<file path="config.mk">
export PLATFORM = sky130hd
export DESIGN_NAME = otm_top
export DESIGN_NICKNAME = d
export VERILOG_FILES = /design/src/verilog/otm_pkg.sv /design/src/verilog/otm_top.sv
export SDC_FILE = /design/constraint.sdc
export NUM_CORES = 1
export LEC_CHECK = 0
export BUFFER_PORTS_ARGS = -buffer_cell sky130_fd_sc_hd__buf_2
export CAP_MARGIN = 5
export CORE_MARGIN = 2
export CORE_UTILIZATION = 52
export DETAILED_ROUTE_END_ITERATION = 12
export PLACE_DENSITY = 0.85
export REMOVE_ABC_BUFFERS = 1
export SLEW_MARGIN = 25
export SYNTH_ARGS = -nofsm -noshare
export SYNTH_HDL_FRONTEND = slang
export SYNTH_SLANG_ARGS = --single-unit
</file>
<file path="constraint.sdc">
create_clock -name aclk -period 4.1 [get_ports aclk]
set_input_delay 0.205 -clock aclk [delete_from_list [all_inputs] [get_ports aclk]]
set_output_delay 0.205 -clock aclk [all_outputs]
set_load 0.01 [all_outputs]
</file>
<file path="src/verilog/otm_pkg.sv">
// constants for the over-range and timestamp monitor
// assumes one 100 MHz device clock and an AXI4-Lite register port
package otm_pkg;
  localparam int unsigned CLK_MHZ = 100;
  localparam int unsigned NUM_CH = 4;
  localparam int unsigned SAMPLE_W = 12;
  localparam int unsigned MAG_W = 11;
  localparam int unsigned CMP_W = 8;
  localparam int unsigned HOLD_W = 11;
  localparam logic [10:0] MAG_MAX = 11'h7ff;
  localparam logic [11:0] SAMPLE_MOST_NEG = 12'h800;
  localparam logic [10:0] HOLD_BASE = 11'h008;
  // register byte addresses
  localparam logic [3:0] ADDR_CTRL = 4'h0;
  localparam logic [3:0] ADDR_THRESH = 4'h4;
  localparam logic [3:0] ADDR_STATUS = 4'h8;
  // control field positions
  localparam int unsigned CTRL_OVERRANGE_DETECT_ENABLE = 0;
  localparam int unsigned CTRL_TRIG_OUT_EN = 1;
  localparam int unsigned CTRL_TRIG_SRC_LO = 2;
  localparam int unsigned CTRL_TS_EN = 4;
  localparam int unsigned CTRL_RECV_EN = 5;
  localparam int unsigned CTRL_HOLD_LO = 8;
  localparam logic [1:0] TRIG_SRC_TIMESTAMP = 2'h3;
  // status field positions
  localparam int unsigned STAT_OVR_LO = 0;
  localparam int unsigned STAT_SRC_LO = 4;
  localparam int unsigned STAT_PD = 6;
  localparam int unsigned STAT_TRIG = 7;
  // reset values
  localparam logic [10:0] CTRL_RESET = 11'h000;
  localparam logic [7:0] THRESH_RESET = 8'hff;
  // sampling clock source codes
  typedef enum logic [1:0] {
    OTM_SRC_DIRECT_DIFF = 2'b00,
    OTM_SRC_PLL_DIFF = 2'b01,
    OTM_SRC_PLL_SE = 2'b10
  } otm_src_e;
  localparam logic [1:0] RESP_OKAY = 2'b00;
  localparam logic [1:0] RESP_DECERR = 2'b11;
  localparam int unsigned SYNC_STAGES = 2;
endpackage : otm_pkg

</file>
<file path="src/verilog/otm_top.sv">
// over-range detector, timestamp marker and clock source selection
// assumes samples arrive every enabled cycle from logic on aclk; pins are asynchronous
// Behaviour
// compare upper 8 bits of each 12-bit sample magnitude with threshold
// one threshold shared by all channels
// 11-bit magnitude, most negative sample saturates to 2047
// comparison value is top eight magnitude bits, 2032 gives 254
// detection works only while detection enable is 1
// comparison at or above threshold sets channel status, else zero
// one over-range output pin per channel, A to D
// output held 8 to 1024 cycles after last event, event restarts count
// software should set threshold near full scale; downstream manages gain
// retimed trigger echoed out when output enabled and source is 3
// timestamp enable puts retimed trigger into each link word LSB
// 12-bit link word: trigger bit 0, truncated sample bits 11:1
// async trigger sampled with same latency as samples
// software enables trigger receiver before any timestamp use
// pll enable picks pll; reference select picks single-ended reference
// both pins low gives direct differential clock; single-ended needs pll
// power-down pin powers down and disables all clock outputs
// sync reference captured on the selected clock input
// selected sampling clock also clocks digital logic and serializer
// detection disabled holds outputs low and clears counters
// each channel counter runs independently
//
// The implementer's own choices: register access over AXI4-Lite and the register offsets.
`timescale 1ns/10ps
module otm_top (
  input wire logic aclk,
  input wire logic aresetn,
  input wire logic clk_en,
  input wire logic [3:0] s_axi_awaddr,
  input wire logic s_axi_awvalid,
  output logic s_axi_awready,
  input wire logic [31:0] s_axi_wdata,
  input wire logic [3:0] s_axi_wstrb,
  input wire logic s_axi_wvalid,
  output logic s_axi_wready,
  output logic [1:0] s_axi_bresp,
  output logic s_axi_bvalid,
  input wire logic s_axi_bready,
  input wire logic [3:0] s_axi_araddr,
  input wire logic s_axi_arvalid,
  output logic s_axi_arready,
  output logic [31:0] s_axi_rdata,
  output logic [1:0] s_axi_rresp,
  output logic s_axi_rvalid,
  input wire logic s_axi_rready,
  input wire logic [otm_pkg::SAMPLE_W-1:0] sample_a,
  input wire logic [otm_pkg::SAMPLE_W-1:0] sample_b,
  input wire logic [otm_pkg::SAMPLE_W-1:0] sample_c,
  input wire logic [otm_pkg::SAMPLE_W-1:0] sample_d,
  input wire logic trigger_input,
  input wire logic pll_enable_pin,
  input wire logic pll_reference_select,
  input wire logic power_down_pin,
  input wire logic sysref_in,
  output logic overrange_out_a,
  output logic overrange_out_b,
  output logic overrange_out_c,
  output logic overrange_out_d,
  output logic trigger_output,
  output logic [otm_pkg::SAMPLE_W-1:0] link_word_a,
  output logic [otm_pkg::SAMPLE_W-1:0] link_word_b,
  output logic [otm_pkg::SAMPLE_W-1:0] link_word_c,
  output logic [otm_pkg::SAMPLE_W-1:0] link_word_d,
  output logic [1:0] sampling_clock_source,
  output logic single_ended_clock_usable,
  output logic sysref_from_single_ended,
  output logic sysref_captured,
  output logic device_powered_down,
  output logic clock_outputs_enable,
  output logic reference_clock_out_enable
);
  import otm_pkg::*;
  // ==========================================================
  // pin synchronisers
  logic [4:0] pins_in, sync1_r, sync1_nxt, sync2_r, sync2_nxt;
  logic trig_s, pll_en_s, ref_se_s, pd_s, sysref_s;
  assign pins_in = {sysref_in, power_down_pin, pll_reference_select, pll_enable_pin,
                    trigger_input};
  assign trig_s = sync2_r[0];
  assign pll_en_s = sync2_r[1];
  assign ref_se_s = sync2_r[2];
  assign pd_s = sync2_r[3];
  assign sysref_s = sync2_r[4];
  always_comb begin
    sync1_nxt = pins_in;
    sync2_nxt = sync1_r;
  end
  always_ff @(posedge aclk) begin
    if (!aresetn) begin
      sync1_r <= 5'h00;
      sync2_r <= 5'h00;
    end else if (clk_en) begin
      sync1_r <= sync1_nxt;
      sync2_r <= sync2_nxt;
    end
  end
  // ==========================================================
  // register bus
  logic [10:0] ctrl_r, ctrl_nxt;
  logic [7:0] thresh_r, thresh_nxt;
  logic aw_held_r, aw_held_nxt, w_held_r, w_held_nxt;
  logic bvalid_r, bvalid_nxt, rvalid_r, rvalid_nxt;
  logic [3:0] awaddr_r, awaddr_nxt, wstrb_r, wstrb_nxt;
  logic [31:0] wdata_r, wdata_nxt, rdata_r, rdata_nxt, status_word;
  logic [1:0] bresp_r, bresp_nxt, rresp_r, rresp_nxt;
  logic [NUM_CH-1:0] ovr_r;
  logic overrange_detect_enable, ts_en, recv_en, trig_out_on;
  logic [2:0] hold_sel;
  assign overrange_detect_enable = ctrl_r[CTRL_OVERRANGE_DETECT_ENABLE];
  assign ts_en = ctrl_r[CTRL_TS_EN];
  assign recv_en = ctrl_r[CTRL_RECV_EN];
  assign hold_sel = ctrl_r[CTRL_HOLD_LO +: 3];
  assign trig_out_on = ctrl_r[CTRL_TRIG_OUT_EN]
                       && (ctrl_r[CTRL_TRIG_SRC_LO +: 2] == TRIG_SRC_TIMESTAMP);
  assign s_axi_awready = clk_en && !aw_held_r && !bvalid_r;
  assign s_axi_wready = clk_en && !w_held_r && !bvalid_r;
  assign s_axi_arready = clk_en && !rvalid_r;
  assign s_axi_bvalid = bvalid_r;
  assign s_axi_bresp = bresp_r;
  assign s_axi_rvalid = rvalid_r;
  assign s_axi_rdata = rdata_r;
  assign s_axi_rresp = rresp_r;
  always_comb begin
    ctrl_nxt = ctrl_r;
    thresh_nxt = thresh_r;
    aw_held_nxt = aw_held_r;
    awaddr_nxt = awaddr_r;
    w_held_nxt = w_held_r;
    wdata_nxt = wdata_r;
    wstrb_nxt = wstrb_r;
    bvalid_nxt = bvalid_r;
    bresp_nxt = bresp_r;
    rvalid_nxt = rvalid_r;
    rdata_nxt = rdata_r;
    rresp_nxt = rresp_r;
    if (s_axi_awvalid && s_axi_awready) begin
      aw_held_nxt = 1'b1;
      awaddr_nxt = s_axi_awaddr;
    end
    if (s_axi_wvalid && s_axi_wready) begin
      w_held_nxt = 1'b1;
      wdata_nxt = s_axi_wdata;
      wstrb_nxt = s_axi_wstrb;
    end
    // commit once both halves are held
    if (aw_held_r && w_held_r) begin
      aw_held_nxt = 1'b0;
      w_held_nxt = 1'b0;
      bvalid_nxt = 1'b1;
      bresp_nxt = RESP_OKAY;
      case ({awaddr_r[3:2], 2'b00})
        ADDR_CTRL: begin
          if (wstrb_r[0]) ctrl_nxt[7:0] = wdata_r[7:0];
          if (wstrb_r[1]) ctrl_nxt[10:8] = wdata_r[10:8];
        end
        ADDR_THRESH: if (wstrb_r[0]) thresh_nxt = wdata_r[7:0];
        ADDR_STATUS: bresp_nxt = RESP_OKAY;
        default: bresp_nxt = RESP_DECERR;
      endcase
    end
    if (bvalid_r && s_axi_bready) bvalid_nxt = 1'b0;
    if (rvalid_r && s_axi_rready) rvalid_nxt = 1'b0;
    if (s_axi_arvalid && s_axi_arready) begin
      rvalid_nxt = 1'b1;
      rresp_nxt = RESP_OKAY;
      case ({s_axi_araddr[3:2], 2'b00})
        ADDR_CTRL: rdata_nxt = {21'h0, ctrl_r};
        ADDR_THRESH: rdata_nxt = {24'h000000, thresh_r};
        ADDR_STATUS: rdata_nxt = status_word;
        default: begin
          rdata_nxt = 32'h00000000;
          rresp_nxt = RESP_DECERR;
        end
      endcase
    end
  end
  always_ff @(posedge aclk) begin
    if (!aresetn) begin
      ctrl_r <= CTRL_RESET;
      thresh_r <= THRESH_RESET;
      aw_held_r <= 1'b0;
      awaddr_r <= 4'h0;
      w_held_r <= 1'b0;
      wdata_r <= 32'h00000000;
      wstrb_r <= 4'h0;
      bvalid_r <= 1'b0;
      bresp_r <= RESP_OKAY;
      rvalid_r <= 1'b0;
      rdata_r <= 32'h00000000;
      rresp_r <= RESP_OKAY;
    end else if (clk_en) begin
      ctrl_r <= ctrl_nxt;
      thresh_r <= thresh_nxt;
      aw_held_r <= aw_held_nxt;
      awaddr_r <= awaddr_nxt;
      w_held_r <= w_held_nxt;
      wdata_r <= wdata_nxt;
      wstrb_r <= wstrb_nxt;
      bvalid_r <= bvalid_nxt;
      bresp_r <= bresp_nxt;
      rvalid_r <= rvalid_nxt;
      rdata_r <= rdata_nxt;
      rresp_r <= rresp_nxt;
    end
  end
  // ==========================================================
  // over-range detection per channel
  logic [SAMPLE_W-1:0] samp [NUM_CH];
  logic [HOLD_W-1:0] hold_len;
  assign samp[0] = sample_a;
  assign samp[1] = sample_b;
  assign samp[2] = sample_c;
  assign samp[3] = sample_d;
  assign hold_len = HOLD_BASE << hold_sel;
  for (genvar ch = 0; ch < NUM_CH; ch++) begin : g_ch
    logic [MAG_W-1:0] mag;
    logic [SAMPLE_W-1:0] neg;
    logic [HOLD_W-1:0] cnt_r, cnt_nxt;
    logic hit, out_nxt;
    assign neg = ~samp[ch] + 12'h001;
    always_comb begin
      if (!samp[ch][SAMPLE_W-1]) begin
        mag = samp[ch][MAG_W-1:0];
      end else if (samp[ch] == SAMPLE_MOST_NEG) begin
        mag = MAG_MAX;
      end else begin
        mag = neg[MAG_W-1:0];
      end
    end
    assign hit = overrange_detect_enable && (mag[MAG_W-1 -: CMP_W] >= thresh_r);
    always_comb begin
      if (!overrange_detect_enable) begin
        cnt_nxt = 11'h000;
      end else if (hit) begin
        cnt_nxt = hold_len;
      end else if (cnt_r != 11'h000) begin
        cnt_nxt = cnt_r - 11'h001;
      end else begin
        cnt_nxt = cnt_r;
      end
      out_nxt = (cnt_nxt != 11'h000);
    end
    always_ff @(posedge aclk) begin
      if (!aresetn) begin
        cnt_r <= 11'h000;
        ovr_r[ch] <= 1'b0;
      end else if (clk_en) begin
        cnt_r <= cnt_nxt;
        ovr_r[ch] <= out_nxt;
      end
    end
  end
  assign overrange_out_a = ovr_r[0];
  assign overrange_out_b = ovr_r[1];
  assign overrange_out_c = ovr_r[2];
  assign overrange_out_d = ovr_r[3];
  // ==========================================================
  // timestamp path, samples delayed to match the trigger synchroniser
  logic [SAMPLE_W-1:0] dly1_r [NUM_CH], dly2_r [NUM_CH], link_r [NUM_CH], link_nxt [NUM_CH];
  logic trig_rx, trig_out_r, trig_out_nxt;
  assign trig_rx = trig_s && recv_en;
  always_comb begin
    for (int i = 0; i < NUM_CH; i++) begin
      if (ts_en) begin
        link_nxt[i] = {dly2_r[i][SAMPLE_W-1:1], trig_rx};
      end else begin
        link_nxt[i] = dly2_r[i];
      end
    end
    trig_out_nxt = trig_rx && trig_out_on && !pd_s;
  end
  always_ff @(posedge aclk) begin
    if (!aresetn) begin
      for (int i = 0; i < NUM_CH; i++) begin
        dly1_r[i] <= 12'h000;
        dly2_r[i] <= 12'h000;
        link_r[i] <= 12'h000;
      end
      trig_out_r <= 1'b0;
    end else if (clk_en) begin
      for (int i = 0; i < NUM_CH; i++) begin
        dly1_r[i] <= samp[i];
        dly2_r[i] <= dly1_r[i];
        link_r[i] <= link_nxt[i];
      end
      trig_out_r <= trig_out_nxt;
    end
  end
  assign link_word_a = link_r[0];
  assign link_word_b = link_r[1];
  assign link_word_c = link_r[2];
  assign link_word_d = link_r[3];
  assign trigger_output = trig_out_r;
  // ==========================================================
  // clock source selection and power down
  logic [1:0] src_r, src_nxt;
  logic [4:0] clkst_r, clkst_nxt;
  always_comb begin
    if (pll_en_s && ref_se_s) begin
      src_nxt = OTM_SRC_PLL_SE;
    end else if (pll_en_s) begin
      src_nxt = OTM_SRC_PLL_DIFF;
    end else begin
      src_nxt = OTM_SRC_DIRECT_DIFF;
    end
    clkst_nxt[0] = pll_en_s;
    clkst_nxt[1] = pll_en_s && ref_se_s;
    clkst_nxt[2] = sysref_s;
    clkst_nxt[3] = pd_s;
    clkst_nxt[4] = pll_en_s && !pd_s;
  end
  always_ff @(posedge aclk) begin
    if (!aresetn) begin
      src_r <= OTM_SRC_DIRECT_DIFF;
      clkst_r <= 5'h00;
    end else if (clk_en) begin
      src_r <= src_nxt;
      clkst_r <= clkst_nxt;
    end
  end
  assign sampling_clock_source = src_r;
  assign single_ended_clock_usable = clkst_r[0];
  assign sysref_from_single_ended = clkst_r[1];
  assign sysref_captured = clkst_r[2];
  assign device_powered_down = clkst_r[3];
  assign clock_outputs_enable = !clkst_r[3];
  assign reference_clock_out_enable = clkst_r[4];
  assign status_word = {24'h000000, trig_rx, clkst_r[3], src_r, ovr_r};
endmodule : otm_top

</file>
# --- Word level (Yosys, flattened, before mapping) ---
# Memory sizes are Yosys's and may differ from the RTL's.
# Cells that the tools add are included.
op_classes:
  n_lt_le_gt_ge: 4
  addsub: 8
  muxes: 53
  bitwise: 16
  shifts: 1
  n_reduce_logical: 54
  n_eq_ne: 9
ops:
  columns: ["op", "count"]
  rows:
  - ["$mux W11", 20]
  - ["$mux W12", 12]
  - ["$reduce_bool A11 Y1", 8]
  - ["$eq A12 B12 Y1 const B", 4]
  - ["$add A11 B1 Y11 const B", 4]
  - ["$not A11 Y11", 4]
  - ["$sub A11 B1 Y11 const B", 4]
  - ["$pmux W11 S3", 1]
  - ["$ge A8 B8 Y1", 4]
  - ["$logic_and A1 B1 Y1", 21]
  - ["$mux W1", 17]
  - ["$reduce_and A2 Y1", 8]
  - ["$or A1 B1 Y1", 12]
  - ["$reduce_and A4 Y1", 3]
  - ["$shl A4 B3 Y11 const A", 1]
  - ["$reduce_bool A2 Y1", 4]
  - ["$eq A2 B2 Y1 const B", 3]
  - ["$logic_not A1 Y1", 6]
  - ["$mux W2", 3]
  - ["$reduce_or A3 Y1", 2]
  - ["$eq A2 B1 Y1 const B", 2]
  - ["$logic_not A2 Y1", 2]
word_totals:
  ramBits: 144
  wordCells: 174
  out_inout_bits: 102
  memories: 3
  in_bits: 105
  ff_bits: 142
memory_table:
  columns: ["memory", "depth", "word_bits", "read_ports", "rd_ports_with_merged_regs", "write_ports", "line_no", "rtl"]
  rows:
  - ["dly1_r", 4, 12, 4, 0, 4, "otm_top.sv:262", "logic [SAMPLE_W-1:0] dly1_r [NUM_CH], dly2_r [NUM_CH], link_r [NUM_CH], link_nxt [NUM_CH];"]
  - ["dly2_r", 4, 12, 4, 0, 4, "otm_top.sv:262", null]
  - ["link_r", 4, 12, 4, 0, 4, "otm_top.sv:262", null]

# --- Longest topological paths before layout ---
# Gate-level depths: netlist of the first run.
logic_depth:
  depth_word: 9
  mapped_depth: 16

# --- Least setup slack after synthesis of the first run ---
# Ideal clock, no wire load.
synth_path:
  kind: "input to register"
  start: "input clk_en"
  end: "memory dly1_r[0][0], enable pin"
  setup_time_ns: 0.497
  path_stages: 4
  t_arrival_ns: 3.546
  required_time_ns: 3.603
  n_path_buf: 2
  path_slack_ns: 0.057
  cell_sequence: "clkbuf_1 -> nor2b_1 -> clkbuf_1 -> inv_1"
synth_lines:
  columns: ["item", "line_no", "rtl"]
  rows:
  - ["start, declared", "otm_top.sv:31", "input wire logic clk_en,"]
  - ["end, declared", "otm_top.sv:262", null]

# --- Worst setup path in the final report of the first run ---
layout_path:
  start: "input sample_c[2] in the netlist's numbering"
  end: "register ovr_r[2] (netlist: overrange_out_c)"
layout_between:
  elab_chain_len: 9
  word_cells_on_any_way: 10
  classes_between: "1 x add/sub; 1 x order compare; 1 x eq/ne; 4 x mux; 1 x bitwise; 2 x reduce/logical"
layout_rtl:
  columns: ["item", "line_no", "rtl"]
  rows:
  - ["start, declared", "otm_top.sv:51", "input wire logic [otm_pkg::SAMPLE_W-1:0] sample_c,"]
  - ["$not A11 Y11", "otm_top.sv:223", "assign neg = ~samp[ch] + 12'h001;"]
  - ["$add A11 B1 Y11", "otm_top.sv:223", null]
  - ["$mux W11 *", "otm_top.sv:227", "end else if (samp[ch] == SAMPLE_MOST_NEG) begin"]
  - ["$mux W11 *", "otm_top.sv:225", "if (!samp[ch][SAMPLE_W-1]) begin"]
  - ["$ge A8 B8 Y1 *", "otm_top.sv:233", "assign hit = overrange_detect_enable && (mag[MAG_W-1 -: CMP_W] >= thresh_r);"]
  - ["$logic_and A1 B1 Y1 *", "otm_top.sv:233", null]
  - ["$mux W11 *", "otm_top.sv:237", "end else if (hit) begin"]
  - ["$mux W11 *", "otm_top.sv:235", "if (!overrange_detect_enable) begin"]
  - ["$reduce_bool A11 Y1 *", "otm_top.sv:244", "out_nxt = (cnt_nxt != 11'h000);"]
  - ["end signal, assigned by index", "otm_top.sv:252", "ovr_r[ch] <= out_nxt;"]
  - ["end, declared", "otm_top.sv:109", "logic [NUM_CH-1:0] ovr_r;"]
# Mark *: on every way between the ends. The rest lies on a longest branch, timed or not.
# A chain may end at the register's enable or synchronous reset.

==> results of run 1 <==
==> registers in the layout, indices dropped and copies added, names as in the netlist, 2 cells and up <==
signal and count:
dly1_r 48, dly2_r 48, link_r 48, g_ch.cnt_r 44
ctrl_r 11, s_axi_rdata 11, wdata_r 11, thresh_r 8
clkst_r 5, sync1_r 5, sync2_r 5, awaddr_r 2
wstrb_r 2
==> cells by family after synthesis <==
kind of cell | after synthesis
simple gates | 554
flops | 260
compound gates | 232
buf+inv | 147
mux | 53
fa+ha+maj | 36
xor+xnor | 36
other cells | 1
==> power by group <==
group	total, mW	switching [mW]	internal [mW]
combinational	0.469	0.280	0.188
sequential	2.92	0.0409	2.88
clock	2.27	0.960	1.31
total	5.66	1.28	4.38
==> cells in the mapped netlist, types with 4 or more instances <==
cell,instances
nand2_1,144
nand3_1,29
and2_1,20
or4_1,9
and3_1,143
mux2i_1,50
nand4_1,15
o211a_1,8
buf_1,5
o21ai_0,59
a21boi_0,29
xor2_1,27
a31oi_1,14
or3_1,8
nor2_1,62
o211ai_1,23
ha_1,36
dfxtp_1,116
o31ai_1,14
edfxtp_1,144
nor2b_1,48
nor3_1,20
nand2b_1,15
nor4_1,10
inv_1,32
buf_4,24
a211oi_1,5
a21oi_1,48
clkbuf_1,83
xnor2_1,9
o22ai_1,5
nor4_2,4
o21a_1,6
==> per-stage QoR <==
stage          cells  util (%)  setup slack, ns  setup TNS [ns]  hold slack [ns]
2_1_floorplan   1224         -           -0.167          -0.237            0.294
3_3_place_gp    1730      56.2           0.0707               0            0.439
3_5_place_dp    1730      56.2           0.0249               0            0.444
4_1_cts         1801      60.3            0.543               0          0.00667
5_1_grt         1801      60.4            0.211               0           0.0268
6_report        1801      60.4            0.520               0           0.0240
==> layer usage <==
| metal | global-route usage (%) | up-vias | share of wire (%) | wire length (um) |
|---|---|---|---|---|
| li1 | - | 5006 | - | - |
| met4 | 9.17 | 0 | 3.9 | 1170 |
| met2 | 37.8 | 326 | 47 | 14300 |
| met1 | 28.9 | 4867 | 42 | 12800 |
| met3 | 3.77 | 79 | 6.5 | 1970 |
| met5 | 0 | - | 0 | 0 |
==> final timing paths <==
path	start	end	slack, ns	depth (start not counted)
worst min-delay path	sample_d[0]	dly1_r[3][0]$_SDFFCE_PN0P_	0.02	2
worst max register to register	g_ch[3].cnt_r[0]$_SDFFE_PN0P_	overrange_out_d$_SDFFE_PN0P_	1.24	9
worst min register to register	trigger_output$_SDFFE_PN0P_	trigger_output$_SDFFE_PN0P_	0.46	2
worst max-delay path	sample_c[2]	overrange_out_c$_SDFFE_PN0P_	0.52	15
==> repair_timing <==
action / 4_1_cts / 5_1_grt
endpoints found under the setup margin: 0 / 0
hold endpoints to repair: 23 / 0
hold buffers: 23 / 0
==> worst reg2reg max path, stage by stage (launching register included) <==
cell      delay [ns]
dfxtp_1         0.36
inv_1           0.08
ha_1            0.31
or3b_2          0.50
nand4b_1        0.25
nor4_1          0.23
a31oi_1         0.09
or4b_1          0.51
o31ai_1         0.30
a21oi_1         0.11
==> cell type report <==
cell class / instances / share of cell area, %
Clock inverter: 8 / 0.440
Inverter: 32 / 0.830
Multi-Input combinational cell: 932 / 39.1
Tap cell: 330 / 2.74
Sequential cell: 260 / 44.1
Clock buffer: 40 / 4.94
Timing Repair Buffer: 199 / 7.89
==> impl_metrics.tcl, run 1 <==
set metrics [dict create \
    status "complete, no violations" \
    numPortBuffers 158 \
    drt_iter0_markers 725 \
    path_delay_family "simple AND/OR/NAND/NOR gates" \
    relSlewSlack_pct 40.6 \
    synth_edf_count 144 \
    synth_top_cell_by_area "edfxtp_1" \
    synth_top_family_by_area "simple AND/OR/NAND/NOR gates" \
    antenna_found_initial 0 \
    cts_buffers 27 \
    place.gp.congestion 0.909 \
    vdd_drop_max_mv 0.257 \
    rsz0062_at_grt "false" \
    io_pins 207 \
    overflow 0 \
    placed_area_sq_um 14000 \
    drive_gt1_share_pct 15.9 \
    clock-root-buffer "clkbuf_16" \
    final_common_cell "buf_2" \
    synth_cells 1319 \
    path_class "in -> reg" \
    crit_path_frequent_cell "or4_1" \
    track_usage_pct 22.5 \
    crit_path_end_kind "flip-flop" \
    cp.arrival_ns 3.99 \
    synth_area_leaders "edfxtp_1, dfxtp_1, and3_1" \
    crit_path_max_incr_delay_ns 0.62 \
    syn_area_sq_um 13100 \
    regArea_sq_um 6650 \
    start_util_pct 52.5 \
    drc 0 \
    detail_route.wl_per_cell_um 16.8 \
    die_y_um 163 \
    synthArstFlopShare_pct 0 \
    finalHoldViolCount 0 \
    fmax_mhz 279 \
    synth-compound-area-share_pct 11.4 \
    drt.antenna.violating_nets 0 \
    max_cap_viol_count 0 \
    drv_slew 0 \
    dieArea_sq_um 26500 \
    fin_skew_ns 0.00696 \
    die_w_um 163 \
    slowest_stage "or4_1" \
    place_hpwl_um 20200 \
    worstPathCellList "buf_2, or4_1, nor4_2, nand2b_1, or3_1, or3b_1, nand2_1, ha_1, a211oi_1, o21ai_0, a21oi_1, o211ai_1, or4_1, o211ai_2, a31oi_1" \
    rows 58 \
    syn_area_per_cell_sq_um 9.93 \
    fin_nets 1593 \
    synthAdderAreaFrac_pct 3.44 \
    synth_top_cell_area_share_pct 33.0 \
    yosys_warnings 0 \
    yosys.area_share.xor_xnor_pct 2.41 \
    h-tree-depth 1 \
    yosys.cell_types.count 68 \
    grt_max_degree 112 \
    synth_ff_type "edfxtp_1" \
    path_clk_slew_ns 0.06 \
    clock_path_buffers 3 \
    setup_viol 0 \
    clk_latency_ns 0.53 \
    critPathBufInv 1 \
    ctsResizeCount 0 \
    startpoint_type "input port" \
    wl_um 30300 \
    ys_ff_latch 260 \
    cts_tree "yes" \
    n_antenna_cell 0 \
    grt_pass1_wl_um 47900 \
    path_max_fanout 6 \
    ys_seq_area_share_pct 50.7 \
    synth_mux_area_share_pct 4.08 \
    first_pass_iters 6 \
    cts_sinks 260 \
    fin_area_sq_um 15100 \
    cts_setup_buffers 0 \
    area_growth_pct 15.0 \
    hp-class "in -> reg" \
    grt_pass1_vias 9607 \
    min_period_ns 3.58 \
    via_per_inst 5.71 \
    fp.coreArea_sq_um 25000 \
    dr_total_vias 10300 \
    fillers 2012 \
    p_leak_nw 6.79 \
    worst_pin_slew_ns 0.887 \
    multi_input_area_sq_um 5890 \
    finalPower_mw 5.66 \
    synth_simple_gate_area_share_pct 22.9 \
    fin_crit_sh_pct 87.3 \
    cellPowerDensity_nw_per_um2 375 \
    cp.required_ns 4.51 \
    final_cell_mix "buf_2, nand2_1, edfxtp_1" \
]
Note: power is estimated with default switching activity, not from simulation.
==> run 2: changes to the inputs <==
- ABC_AREA: unset -> 1
- CAP_MARGIN: 5 -> 20
- GPL_TIMING_DRIVEN: unset -> 0
==> run 2 against run 1 <==
Compared with the run above: count of clock-buffer cells in the layout down 5; worst setup slack better by 0.21 ns; critical path depth up 11; flip-flop and latch count unchanged; first-iteration DRC count up 19%; synthesized cell count up 25%; die area up 1.7%; highest routed layer unchanged; area after synthesis up 1.7%; sequential power about the same; largest power group unchanged; global-route usage up 0.68 points; largest cell class unchanged; non-clock buffer count down 7; clock power up 8%.
==> impl_metrics.tcl, run 2 <==
set metrics [dict create \
    die_w_um 164 \
    clock-root-buffer "clkbuf_16" \
    grt_pass1_vias 10600 \
    yosysMostFrequentCell "nand2_1" \
    synth_ff_type "edfxtp_1" \
    synth_cells 1653 \
    start_util_pct 52.9 \
    worst_pin_slew_ns 0.873 \
    yosys.cell_types.count 43 \
    max_cap_viol_count 0 \
    combPwrFrac_pct 8.0 \
    via_per_inst 5.22 \
    overflow 0 \
    rsz0062_at_grt "false" \
    ctsResizeCount 0 \
    ys_ff_latch 260 \
    postLayoutCoreUtil_pct 61.5 \
    p_leak_nw 7.38 \
    final_cell_mix "nand2_1, inv_1, nor2_1" \
    ys_seq_area_share_pct 49.9 \
    wl_um 31600 \
    path_clk_slew_ns 0.06 \
    p_clk_share_pct 42.0 \
    numPortBuffers 158 \
    crit_path_max_incr_delay_ns 0.53 \
    rows 58 \
    place.gp.congestion 0.894 \
    fin_skew_ns 0.0183 \
    drt.antenna.violating_nets 0 \
    cellInternalPower_mw 4.45 \
    track_usage_pct 23.1 \
    fmax_mhz 297 \
    synth_common_cells "nand2_1, inv_1, nor2_1" \
    cellPowerDensity_nw_per_um2 376 \
    top_regs "dly1_r (48), dly2_r (48), link_r (48)" \
    synthArstFlopShare_pct 0 \
    path_max_fanout 5 \
    relSlewSlack_pct 41.8 \
    syn_area_per_cell_sq_um 8.06 \
    cts_sinks 260 \
    crit_path_frequent_cell "nand2_1" \
    seq_power_share_pct 50.1 \
    min_period_ns 3.37 \
    hold_ws_ns 0.0116 \
    setup_tns_ns 0 \
    io_pins 207 \
    path_delay_family "simple AND/OR/NAND/NOR gates" \
    cts_setup_buffers 0 \
    h-tree-depth 1 \
    cp.required_ns 4.53 \
    dieArea_sq_um 26900 \
    drive_gt1_share_pct 16.5 \
    cts_buffers 27 \
    grt_pass1_wl_um 50400 \
    dr_total_vias 11400 \
    cts_hold_buf 31 \
    cp.arrival_ns 3.80 \
    drt_iter0_markers 861 \
    vdd_drop_max_mv 0.373 \
    critPathBufInv 3 \
    fp.coreArea_sq_um 25200 \
    detail_route.wl_per_cell_um 14.5 \
    die_y_um 164 \
    regArea_sq_um 6650 \
    fin_nets 1962 \
    area_growth_pct 16.3 \
    multi_input_area_sq_um 5310 \
    clock_path_buffers 3 \
    drc 0 \
    synth_edf_count 144 \
    drv_slew 0 \
    slowest_stage "dlygate4sd3_1" \
    dpl_worst_slack_ns 0.787 \
    crit_path_end_kind "flip-flop" \
    first_pass_iters 7 \
    final_common_cell "nand2_1" \
    synth_top_cell_by_area "edfxtp_1" \
    startpoint_type "input port" \
    hp-class "in -> reg" \
    status "complete, no violations" \
    fillers 2064 \
    syn_area_sq_um 13300 \
    place_hpwl_um 21000 \
    yosys_warnings 0 \
    fin_crit_sh_pct 82.2 \
    setup_slack_ns 0.731 \
    switching_share_pct 23.5 \
    grt_max_degree 105 \
    antenna_found_initial 0 \
    finalHoldViolCount 0 \
    path_class "in -> reg" \
    synth_top_cell_area_share_pct 32.4 \
    setup_viol 0 \
    cts_tree "yes" \
    clk_latency_ns 0.55 \
    switchingPower_mw 1.37 \
    synth_area_leaders "edfxtp_1, dfxtp_1, nand2_1" \
]
## run 2: cell types whose count changed in the layout (fill, tap and decap cells not counted), sizes merged, moves of 48 or more
cell,change
and3,-143
inv,+248
mux2i,-50
nand2,+217
nand3,+114
nor2,+210
nor2b,-48
## run 2: per-layer routing
metal / vias to the layer above / track usage, % / part of all wire, %
met5: - / 0 / 0
met4: 0 / 6.18 / 2.2
met3: 57 / 3.28 / 7.7
met2: 486 / 41.2 / 49
met1: 5205 / 29.4 / 41
li1: 5604 / - / -
## run 2: logic make-up (layout without fill, tap and decap cells)
logic type / count (synthesis) / after routing / share of synthesized area [%]
xor gates and xnor gates: 11 / 11 / 0.723
DFF: 260 / 260 / 49.9
AOI/OAI and AO/OA: 198 / 198 / 8.39
and+or+nand+nor: 795 / 795 / 26.7
other: 1 / 22 / 0.0281
adders and majority gates: 36 / 36 / 3.38
buffers and inverters: 352 / 521 / 10.9
## run 2: final timing paths
path / depth (start not counted) / to / startpoint / slack (ns)
worst min register to register: 2 / clkst_r[0]$_SDFFE_PN0P_ / clkst_r[0]$_SDFFE_PN0P_ / 0.45
worst max register to register: 14 / overrange_out_d$_SDFFE_PN0P_ / thresh_r[2]$_SDFFE_PN1P_ / 1.67
worst min-delay path: 3 / dly1_r[3][1]$_SDFFCE_PN0P_ / sample_d[1] / 0.01
worst max-delay path: 26 / overrange_out_d$_SDFFE_PN0P_ / sample_d[0] / 0.73
## run 2: cell type report
type                       instances  area share [%]
timing repair buffer             192            7.64
sequential                       260            42.9
clock inverter                    15           0.888
clock buffer                      35            4.82
multi-input combinational       1061            34.3
antenna                            1          0.0161
tap                              330            2.66
inverter                         279            6.81
## run 2: through the flow
step	instances	power [mW]	cell area, sq um
2_1_floorplan	1600	3.24	13000
3_3_place_gp	2088	3.40	14200
3_5_place_dp	2091	3.40	14300
4_1_cts	2172	5.83	15500
5_1_grt	2172	6.01	15500
6_report	2173	5.82	15500
## run 2: worst min-delay path, stage by stage
cell	delay, ns
buf_2	0.08
inv_1	0.05
nor2_1	0.10
## run 2: power groups by stage
stage	Clock (mW)	Sequential (mW)	Combinational [mW]
2_1_floorplan	0	2.99	0.249
6_report	2.45	2.92	0.463
3_3_place_gp	0	2.98	0.416
3_5_place_dp	0	2.97	0.431
4_1_cts	2.46	2.92	0.457
5_1_grt	2.57	2.93	0.521
==> run 3: changes to the inputs <==
- CORE_UTILIZATION: 52 -> 57
- PLACE_DENSITY: 0.85 -> 0.88
- clock period: 4.1 -> 3.2 ns (I/O delays scaled with it)
==> run 3 against run 2 <==
Compared with the run above: largest cell class unchanged; die area decreased by 8.6%; clock power increased by 28%; highest routed layer unchanged; count of clock-buffer cells in the layout up 1.
==> impl_metrics.tcl, run 3 (synthesized netlist as in run 2, its figures left out) <==
set metrics [dict create \
    setup_slack_ns 0.0644 \
    grt_pass1_vias 11100 \
    drt.antenna.violating_nets 0 \
    drt_iter0_markers 805 \
    postLayoutCoreUtil_pct 70.4 \
    place_hpwl_um 21000 \
    finalHoldViolCount 0 \
    holdPathEnd "dly1_r[2][4]$_SDFFCE_PN0P_" \
    setup_viol 0 \
    switching_share_pct 23.9 \
    startpoint_type "input port" \
    seq_power_share_pct 49.7 \
    path_clk_slew_ns 0.07 \
    max_cap_viol_count 0 \
    track_usage_pct 26.3 \
    wl_um 33500 \
    switchingPower_mw 1.80 \
    first_pass_iters 5 \
    p_leak_nw 7.62 \
    dpl_worst_slack_ns -0.0871 \
    fillers 1638 \
    cts_tree "yes" \
    hp-class "in -> reg" \
    cellInternalPower_mw 5.72 \
    cp.arrival_ns 3.58 \
    p_clk_share_pct 41.6 \
    cp.required_ns 3.64 \
    fp.coreArea_sq_um 22800 \
    clk_latency_ns 0.55 \
    numPortBuffers 158 \
    fin_area_sq_um 16000 \
    detail_route.wl_per_cell_um 15.3 \
    start_util_pct 58.5 \
    worst_pin_slew_ns 0.872 \
    overflow 0 \
    crit_path_end_kind "flip-flop" \
    reg2reg_from "thresh_r[0]$_SDFFE_PN1P_" \
    ff2ff_path_depth 15 \
    timing.rr.end "overrange_out_d$_SDFFE_PN0P_" \
    grt_max_degree 110 \
    antenna_found_initial 0 \
    die_w_um 157 \
    fin_nets 1999 \
    holdPathStages 3 \
    fmax_mhz 319 \
    die_y_um 157 \
    min_from "sample_c[4]" \
    rows 55 \
    vdd_drop_max_mv 0.450 \
    path_max_fanout 5 \
    clock-root-buffer "clkbuf_16" \
    drive_gt1_share_pct 18.5 \
    cellPowerDensity_nw_per_um2 469 \
    fin_crit_sh_pct 98.0 \
    n_antenna_cell 0 \
    drv_slew 0 \
    cts_buffers 27 \
    cts_sinks 260 \
    grt_pass1_wl_um 52100 \
    via_per_inst 5.36 \
    final_cell_mix "nand2_1, inv_1, nor2_1" \
    final_common_cell "nand2_1" \
    clock_path_buffers 3 \
    top_regs "dly1_r (48), dly2_r (48), link_r (48)" \
    io_pins 207 \
    finalPower_mw 7.52 \
    dieArea_sq_um 24600 \
    relSlewSlack_pct 41.8 \
    setup_tns_ns 0 \
    place.gp.congestion 0.908 \
    placed_area_sq_um 14300 \
    h-tree-depth 1 \
    min_period_ns 3.14 \
    drc 0 \
    combPwrFrac_pct 8.7 \
    fin_skew_ns 0.0152 \
    dr_total_vias 11800 \
    rsz0062_at_grt "true" \
    path_class "in -> reg" \
    area_growth_pct 20.3 \
    status "complete, no violations" \
    r2r_setup_slack_ns 0.94 \
]
## run 3: cell count changes in the layout (fill, tap and decap cells not counted), moves of 7 or more
cell / change
buf_4: +8
dlygate4sd3_1: +27
nand2_1: -10
nand2_4: +7
nand3_1: -7
nor2_4: +8
## run 3: worst max-delay path by stage
| stage | start | end | slack (ns) | cells after the start |
|---|---|---|---|---|
| global placement | aresetn | g_ch[0].cnt_r[1]$_SDFFE_PN0P_ | -4.90 | 5 |
| detailed placement | sample_d[1] | overrange_out_d$_SDFFE_PN0P_ | -0.09 | 25 |
| floorplan | clk_en | g_ch[0].cnt_r[1]$_SDFFE_PN0P_ | -1.63 | 4 |
| finish | sample_b[3] | overrange_out_b$_SDFFE_PN0P_ | 0.06 | 25 |
| CTS | sample_a[0] | overrange_out_a$_SDFFE_PN0P_ | 0.15 | 26 |
| global route | sample_b[0] | overrange_out_b$_SDFFE_PN0P_ | -0.12 | 25 |
## run 3: power groups by stage
stage / clock [mW] / combinational (mW) / sequential (mW)
after floorplan: 0 / 0.319 / 3.83
after global placement: 0 / 0.531 / 3.82
after detailed placement: 0 / 0.556 / 3.81
after CTS: 3.15 / 0.618 / 3.74
after global routing: 3.28 / 0.729 / 3.75
final: 3.13 / 0.657 / 3.74
## run 3: final cells by class
class,count,area (sq um),share of cell area (%)
clock buffer,36,781,4.87
inverter,279,1050,6.58
timing repair buffer,228,1540,9.61
tap,313,392,2.44
multi-input combinational,1062,5510,34.4
sequential,260,6650,41.4
clock inverter,14,110,0.687
## run 3: critical path, cell delays in order
cell and delay (ns):
dlygate4sd3_1 0.53, buf_2 0.15, inv_2 0.07, nand4_1 0.10, or2_4 0.29, nor2_4 0.16
nand3_4 0.12, nor3_4 0.22, nand2_2 0.13, buf_4 0.15, nand3_1 0.09, ha_1 0.17
nand2_1 0.06, nand2_1 0.06, nand3_1 0.07, nand2_1 0.18, inv_2 0.12, nand2_4 0.13
nand3_1 0.10, nand2_2 0.11, nand2_1 0.07, nor2_2 0.14, nand3_1 0.09, nand2_1 0.06
nand2_1 0.05
## run 3: routing by layer
metal | vias up | global-route usage (%) | wire length (um) | share of wire (%)
met5 | - | 0 | 0 | 0
met4 | 0 | 9.44 | 1080 | 3.2
met3 | 98 | 4.16 | 2740 | 8.2
met2 | 533 | 46.8 | 16700 | 50
met1 | 5454 | 32.3 | 13000 | 39
li1 | 5667 | - | - | -
## run 3: timing repair
| item | 4_1_cts | 5_1_grt |
|---|---|---|
| hold buffers | 58 | 0 |
| endpoints found under the setup margin | 0 | 7 |
| buffers inserted | 0 | 8 |
| endpoints found under the hold margin | 56 | 0 |
| gates resized for setup | 0 | 50 |
## run 3: stage by stage
step | hold slack, ns | instances
after floorplan | 0.244 | 1600
after global placement | 0.364 | 2071
after detailed placement | 0.367 | 2075
after CTS | 0.00561 | 2183
after global routing | 0.0126 | 2192
final | 0.00454 | 2192
